`src/core/cmd_ctl_consts.svh`:
```
// offsets, field positions and reset values of the pci command control block
`ifndef CMD_CTL_CONSTS_SVH
`define CMD_CTL_CONSTS_SVH
`define CMD_REG_OFFSET 12'h004
`define STS_REG_OFFSET 12'h006
`define CMD_IO_EN_BIT 0
`define CMD_MEM_EN_BIT 1
`define CMD_FWD_EN_BIT 2
`define CMD_POISON_EN_BIT 6
`define CMD_ERR_EN_BIT 8
`define CMD_IRQ_DIS_BIT 10
`define CMD_WRITABLE_MASK 16'h0547
`define CMD_RESET 16'h0000
`define STS_PARITY_BIT 8
`define STS_SYSERR_BIT 14
`define STS_RESET 16'h0000
`endif

```
`src/core/cmd_ctl_pkg.sv`:
```
// types shared by the pci command control block
package cmd_ctl_pkg;
  // kind of a request that the bridge would forward
  typedef enum logic [1:0] {req_mem, req_io, req_msg, req_cfg} req_kind_t;
  // status flag update state
  typedef enum logic {flag_idle, flag_set} flag_state_t;
endpackage

```
`src/core/sticky_flag.sv`:
```
// sticky status flag, hardware sets, software writes one to clear
module sticky_flag
(
  input wire logic clk,
  input wire logic rst,
  input wire logic set_pulse,
  input wire logic clear_pulse,
  output logic flag
);
  logic next_flag;

  // set wins over a clear in the same cycle
  always_comb
  begin
    next_flag = flag;
    if (clear_pulse)
      next_flag = 1'b0;
    if (set_pulse)
      next_flag = 1'b1;
  end

  always_ff @(posedge clk or posedge rst)
  begin
    if (rst)
      flag <= 1'b0;
    else
      flag <= next_flag;
  end
endmodule

```
`src/core/pci_command_control.sv`:
```
// pci command register bits 0..15 with forwarding, error and interrupt gating
`include "cmd_ctl_consts.svh"

// Functional notes
// - forward disabled blocks mem, io requests, not msi
// - forward disabled answers non-posted with UR
// - completions and other requests never blocked
// - unsupported legacy fields always read zero
// - poison enable sets parity flag on poison
// - error enable gates fatal/non-fatal error messages
// - irq disable stops legacy intx, not msi
// - external side never makes intx
// - parity flag status bit 8, write-one clear
// - error message sent sets system error flag
module pci_command_control
  import cmd_ctl_pkg::*;
(
  input wire logic clk,
  input wire logic rst,
  // configuration access port
  input wire logic cfg_wr,
  input wire logic cfg_rd,
  input wire logic [11:0] cfg_addr,
  input wire logic [1:0] cfg_be,
  input wire logic [15:0] cfg_wdata,
  output logic [15:0] cfg_rdata,
  // request forwarding check
  input wire logic req_valid,
  input wire req_kind_t req_kind,
  input wire logic req_is_completion,
  input wire logic req_non_posted,
  output logic req_forward,
  output logic req_reject_ur,
  // poison and error events
  input wire logic poisoned_cpl_rx,
  input wire logic poisoned_wr_tx,
  input wire logic fatal_err_detect,
  input wire logic nonfatal_err_detect,
  output logic err_fatal_msg,
  output logic err_nonfatal_msg,
  // interrupt generation
  input wire logic intx_request,
  input wire logic msi_request,
  input wire logic side_external,
  output logic intx_msg,
  output logic msi_msg,
  // control levels to the rest of the bridge
  output logic request_forward_enable,
  output logic poison_report_enable,
  output logic error_report_enable,
  output logic legacy_irq_disable,
  output logic master_parity_error_flag,
  output logic system_error_flag
);

  ////////////////////////////////////////////////////////////////////////////
  // command register
  logic [15:0] cmd;
  logic [15:0] next_cmd;
  logic cmd_hit;
  logic sts_hit;

  assign cmd_hit = (cfg_addr == `CMD_REG_OFFSET);
  assign sts_hit = (cfg_addr == `STS_REG_OFFSET);

  // merge a byte-enabled write under the writable mask
  function automatic logic [15:0] merge_write(input logic [15:0] old_v,
    input logic [15:0] new_v, input logic [1:0] be, input logic [15:0] mask);
    logic [15:0] lanes;
    lanes = {{8{be[1]}}, {8{be[0]}}} & mask;
    merge_write = (old_v & ~lanes) | (new_v & lanes);
  endfunction

  // only writable bits ever change, fixed fields stay zero
  always_comb
  begin
    next_cmd = cmd;
    if (cfg_wr && cmd_hit)
      next_cmd = merge_write(cmd, cfg_wdata, cfg_be, `CMD_WRITABLE_MASK);
  end

  always_ff @(posedge clk or posedge rst)
  begin
    if (rst)
      cmd <= `CMD_RESET;
    else
      cmd <= next_cmd;
  end

  assign request_forward_enable = cmd[`CMD_FWD_EN_BIT];
  assign poison_report_enable = cmd[`CMD_POISON_EN_BIT];
  assign error_report_enable = cmd[`CMD_ERR_EN_BIT];
  assign legacy_irq_disable = cmd[`CMD_IRQ_DIS_BIT];

  ////////////////////////////////////////////////////////////////////////////
  // request gating, combinational handshake
  logic blockable;

  // completions and message or config requests pass regardless
  assign blockable = !req_is_completion && (req_kind == req_mem || req_kind == req_io);
  assign req_forward = req_valid && (request_forward_enable || !blockable);
  assign req_reject_ur = req_valid && !request_forward_enable && blockable
    && req_non_posted;

  ////////////////////////////////////////////////////////////////////////////
  // error messages and status flags
  logic parity_set;
  logic syserr_set;
  logic [1:0] w1c_lanes;

  assign parity_set = poison_report_enable && (poisoned_cpl_rx || poisoned_wr_tx);
  assign w1c_lanes = (cfg_wr && sts_hit) ? cfg_be : 2'b00;

  // messages registered so data outputs come from flip-flops
  logic next_fatal;
  logic next_nonfatal;
  always_comb
  begin
    next_fatal = fatal_err_detect && error_report_enable;
    next_nonfatal = nonfatal_err_detect && error_report_enable;
  end

  always_ff @(posedge clk or posedge rst)
  begin
    if (rst)
    begin
      err_fatal_msg <= 1'b0;
      err_nonfatal_msg <= 1'b0;
    end
    else
    begin
      err_fatal_msg <= next_fatal;
      err_nonfatal_msg <= next_nonfatal;
    end
  end

  // flag set by the message actually sent, two cycles after detection
  assign syserr_set = err_fatal_msg || err_nonfatal_msg;

  sticky_flag parity_flag_i
  (
    .clk(clk),
    .rst(rst),
    .set_pulse(parity_set),
    .clear_pulse(w1c_lanes[1] && cfg_wdata[`STS_PARITY_BIT]),
    .flag(master_parity_error_flag)
  );

  sticky_flag syserr_flag_i
  (
    .clk(clk),
    .rst(rst),
    .set_pulse(syserr_set),
    .clear_pulse(w1c_lanes[1] && cfg_wdata[`STS_SYSERR_BIT]),
    .flag(system_error_flag)
  );

  ////////////////////////////////////////////////////////////////////////////
  // interrupt messages; external side never raises intx at all
  logic next_intx;
  logic next_msi;
  always_comb
  begin
    next_intx = intx_request && !legacy_irq_disable && !side_external;
    next_msi = msi_request;
  end

  always_ff @(posedge clk or posedge rst)
  begin
    if (rst)
    begin
      intx_msg <= 1'b0;
      msi_msg <= 1'b0;
    end
    else
    begin
      intx_msg <= next_intx;
      msi_msg <= next_msi;
    end
  end

  ////////////////////////////////////////////////////////////////////////////
  // read data, registered; other offsets read zero
  logic [15:0] next_rdata;
  always_comb
  begin
    next_rdata = 16'h0000;
    if (cfg_rd && cmd_hit)
      next_rdata = cmd & `CMD_WRITABLE_MASK;
    else if (cfg_rd && sts_hit)
    begin
      next_rdata[`STS_PARITY_BIT] = master_parity_error_flag;
      next_rdata[`STS_SYSERR_BIT] = system_error_flag;
    end
  end

  always_ff @(posedge clk or posedge rst)
  begin
    if (rst)
      cfg_rdata <= 16'h0000;
    else
      cfg_rdata <= next_rdata;
  end

  ////////////////////////////////////////////////////////////////////////////
  // assertions
  fwd_block_a: assert property (@(posedge clk) disable iff (rst)
    (req_valid && !request_forward_enable && blockable) |-> !req_forward)
    else $error("blocked request forwarded");
  ur_answer_a: assert property (@(posedge clk) disable iff (rst)
    (req_valid && !cmd[2] && !req_is_completion && req_kind == req_io && req_non_posted)
    |-> req_reject_ur)
    else $error("non-posted io not rejected");
  cpl_pass_a: assert property (@(posedge clk) disable iff (rst)
    (req_valid && req_is_completion) |-> (req_forward && !req_reject_ur))
    else $error("completion blocked");
  fixed_zero_a: assert property (@(posedge clk) disable iff (rst)
    (cmd[5:3] == 3'b000) && (cmd[7] == 1'b0) && (cmd[9] == 1'b0))
    else $error("unsupported field nonzero");
  poison_set_a: assert property (@(posedge clk) disable iff (rst)
    (poison_report_enable && (poisoned_cpl_rx || poisoned_wr_tx))
    |=> master_parity_error_flag)
    else $error("parity flag not set");
  poison_off_a: assert property (@(posedge clk) disable iff (rst)
    (!master_parity_error_flag && !poison_report_enable) |=> !master_parity_error_flag)
    else $error("parity flag set while disabled");
  err_gate_a: assert property (@(posedge clk) disable iff (rst)
    ((fatal_err_detect || nonfatal_err_detect) && !error_report_enable)
    |=> !(err_fatal_msg || err_nonfatal_msg))
    else $error("error reported while disabled");
  syserr_set_a: assert property (@(posedge clk) disable iff (rst)
    ((fatal_err_detect || nonfatal_err_detect) && error_report_enable)
    |=> ##1 system_error_flag)
    else $error("system error flag not set");
  w1c_clear_a: assert property (@(posedge clk) disable iff (rst)
    (cfg_wr && sts_hit && cfg_be[1] && cfg_wdata[8] && !parity_set)
    |=> !master_parity_error_flag)
    else $error("parity flag not cleared");
  reserved_a: assert property (@(posedge clk) disable iff (rst)
    $past(cfg_rd) |-> (cfg_rdata[15:11] == 5'b00000 || $past(sts_hit)))
    else $error("reserved bits nonzero");
  intx_gate_a: assert property (@(posedge clk) disable iff (rst)
    (intx_request && legacy_irq_disable) |=> !intx_msg)
    else $error("intx while disabled");
  ext_intx_a: assert property (@(posedge clk) disable iff (rst)
    side_external |=> !intx_msg)
    else $error("intx from external side");
  msi_pass_a: assert property (@(posedge clk) disable iff (rst)
    msi_request |=> msi_msg)
    else $error("msi suppressed");

  fwd_ur_c: cover property (@(posedge clk) disable iff (rst) req_reject_ur);
  parity_c: cover property (@(posedge clk) disable iff (rst) parity_set);
  syserr_c: cover property (@(posedge clk) disable iff (rst) system_error_flag);
  intx_c: cover property (@(posedge clk) disable iff (rst) intx_msg);
endmodule

```
`config.mk`:
```
export PLATFORM = sky130hd
export DESIGN_NAME = pci_command_control
export DESIGN_NICKNAME = d
export VERILOG_FILES = /design/src/core/cmd_ctl_pkg.sv /design/src/core/sticky_flag.sv /design/src/core/pci_command_control.sv
export VERILOG_INCLUDE_DIRS = /design/src /design/src/core
export SDC_FILE = /design/constraint.sdc
export NUM_CORES = 1
export LEC_CHECK = 0
export BUFFER_PORTS_ARGS = -buffer_cell sky130_fd_sc_hd__buf_2
export CORE_MARGIN = 5
export CORE_UTILIZATION = 33
export DETAILED_ROUTE_END_ITERATION = 8
export PLACE_DENSITY = 0.74
export SYNTH_ARGS = -nofsm -noshare
export SYNTH_HDL_FRONTEND = slang
export SYNTH_SLANG_ARGS = --single-unit
export TNS_END_PERCENT = 50
```
`constraint.sdc`:
```
create_clock -name clk -period 0.9 [get_ports clk]
set_input_delay 0.18 -clock clk [delete_from_list [all_inputs] [get_ports clk]]
set_output_delay 0.18 -clock clk [all_outputs]
set_load 0.1 [all_outputs]
```
==> qor.txt <==
Psw: 0.614 mW
Yosys cell types: 24
Mapped Cells: 69
hold path startpoint: side_external
Root Driver: clkbuf_4
# clock sinks: 19
total wire length: 2720 um
top post-synthesis cells by count: 19 x dfrtp_1, 9 x buf_4, 7 x and2_1
Buffers on Ports: 54
H-tree Lvls: 1
GRT overflow: 0
GRT Total Usage: 14.1%
placed cells: 162
sequential share of power: 48.2%
DR iter-0 viols: 6
Ports: 74
M1 WL: 1070 um
post-DP HPWL: 2060 um
Skew-Pair Late Insertion Delay: 0.30 ns
Post-Layout Cell Count: 175
vias per inst: 4.71
Cell Int Power: 1.19 mW
fmax: 669 MHz
core area: 2480 sq um
Post-synth EDFFs: 0
placed cell area: 1510 sq um
hold endpoint: intx_msg$_DFF_PP0_
# rows: 18
Clock Tree Buf Depth: 2
Worst Skew: 0.00506 ns
Initial Utilization: 34.5%
fin. max-slew vios: 0
worst r2r path cells: 4
outcome: complete, but fails checks
count of final setup violators: 34
Die W: 60.9 um
crit share post-route: 166%
area grow syn2layout: 103%
antenna-violating nets left: 0
Min-Delay Path Depth: 2
Final Hold Fails: 0
final instance area: 1740 sq um
Sw Share: 34.1%
pwr/cell area: 1040 nW/um^2
first-pass GRT wire length: 3840 um
sequential area share after synthesis: 55.6%
post-synth top area share: 55.6%
worst hold path class: in -> reg
Worst setup EP type: output pin
Routability Congestion: 0.770
Synth Cell Area: 855 sq um
ys flop type: dfrtp_1
Vias: 824
chip height: 60.9 um
met2 WL post-DR: 1360 um
Setup CP Type: reg -> out
mean post-synth cell area: 12.4 sq um
fillers: 172
RSZ-0062 raised after global routing: true
CTS tree: built
met3 routed WL: 210 um
Final nets: 192
required time of the critical path: 0.72 ns
top post-synthesis cells by area: dfrtp_1 56%, buf_4 7.9%, mux2_2 7.9%
fraction of registers with async set/reset: 100%
setup ws final: -0.594 ns
Post-Route Setup TNS: -10.87 ns
CTS clock-pin slew for the worst setup and hold paths: 0.11 ns
residual DRC count: 0
minimum clock period: 1.49 ns
number of diodes: 0
wire length per cell: 15.6 um
CP Data Arrival Time: 1.31 ns
Synth warnings: 0
share of cells above drive strength 1: 69.0%
cell leakage power: 0.855 nW
Final Util: 70.2%
Power, Total: 1.80 mW
violated checks: setup timing
die area: 3710 sq um
maximum number of pins on one net before global-route repair: 20
top-count cell post-synth: dfrtp_1
register bit total from synthesis: 19
TritonCTS buffer count: 3
vias in the first global route: 853
crit-path max FO: 3
uppermost layer routed: met4
clock group share of total power: 24.0%
CP startpoint kind: flop
largest area contributor in the synthesized netlist: dfrtp_1
TritonRoute pass-1 iters: 4
antenna violations before repair: 0
R2R setup slack: -0.32 ns
logic gate share of total power: 27.8%
worst ir drop on vdd: 1.06 mV
Max Cap Viol: 0
## worst max-delay path: stages (launching register included)
cell and delay [ns]:
dfrtp_4 0.50, buf_4 0.14, buf_6 0.10, buf_6 0.11
buf_12 0.15
## power by group through the flow
stage          Clock [mW]  Sequential (mW)  Combinational (mW)
5_1_grt             0.464            0.869               0.522
3_5_place_dp            0            0.885               0.449
3_3_place_gp            0            0.885               0.442
4_1_cts             0.441            0.868               0.485
2_1_floorplan           0            0.934               0.275
6_report            0.432            0.868               0.501
## cell type report
| class | instances | area (sq um) | area share (%) |
|---|---|---|---|
| inverters | 1 | 3.75 | 0.216 |
| repair buffers | 73 | 747 | 43.0 |
| clock buffers | 3 | 22.5 | 1.30 |
| multi-input cells | 48 | 438 | 25.2 |
| well taps | 30 | 37.5 | 2.16 |
| clock inverters | 1 | 5.00 | 0.288 |
| flip-flops and latches | 19 | 484 | 27.9 |
## worst max-delay path by stage
| stage | from | to | slack (ns) | cells past startpoint |
|---|---|---|---|---|
| 2_1_floorplan | cfg_addr[10] | flop | -0.68 | 3 |
| 3_3_place_gp | cfg_addr[10] | flop | -0.81 | 4 |
| 3_5_place_dp | cfg_addr[10] | flop | -0.85 | 4 |
| 4_1_cts | flop | req_reject_ur | -0.58 | 3 |
| 5_1_grt | flop | req_reject_ur | -0.64 | 3 |
| 6_report | flop | request_forward_enable | -0.59 | 4 |
## cell families after synthesis
kind of cell	count (synthesis)	share of synthesized area [%]
other cells	1	0.439
simple gates	29	24.4
compound gates	3	2.05
flops	19	55.6
buf+inv	10	8.34
mux	7	9.08
## through the flow
step,setup slack [ns],hold WS [ns]
finish,-0.594,0.0199
global route,-0.642,0.0185
CTS,-0.584,0.0123
detailed placement,-0.848,0.205
global placement,-0.806,0.203
floorplan,-0.677,0.131
## placed cells by master, fill, tap and decap left out, types with 3 or more instances in the layout
cell type and n:
nor4_4 3, buf_6 9, buf_2 31, buf_4 12, clkbuf_4 3, conb_1 9
mux2_4 6, dfrtp_1 16, buf_12 19, and2_1 5
## what timing repair did
action | 4_1_cts | 5_1_grt
hold buffers | 2 | 0
gates resized for setup | 22 | 8
pin swaps | 9 | 6
buffers inserted | 3 | 4
setup endpoints to repair | 34 | 34
hold endpoints to repair | 20 | 0
## per-layer routing
metal	GRT usage [%]	vias up
li1	-	377
met5	0	-
met1	16.1	390
met2	24.9	47
met3	1.28	10
met4	9.60	0
Note: power is estimated with default switching activity, not from simulation.
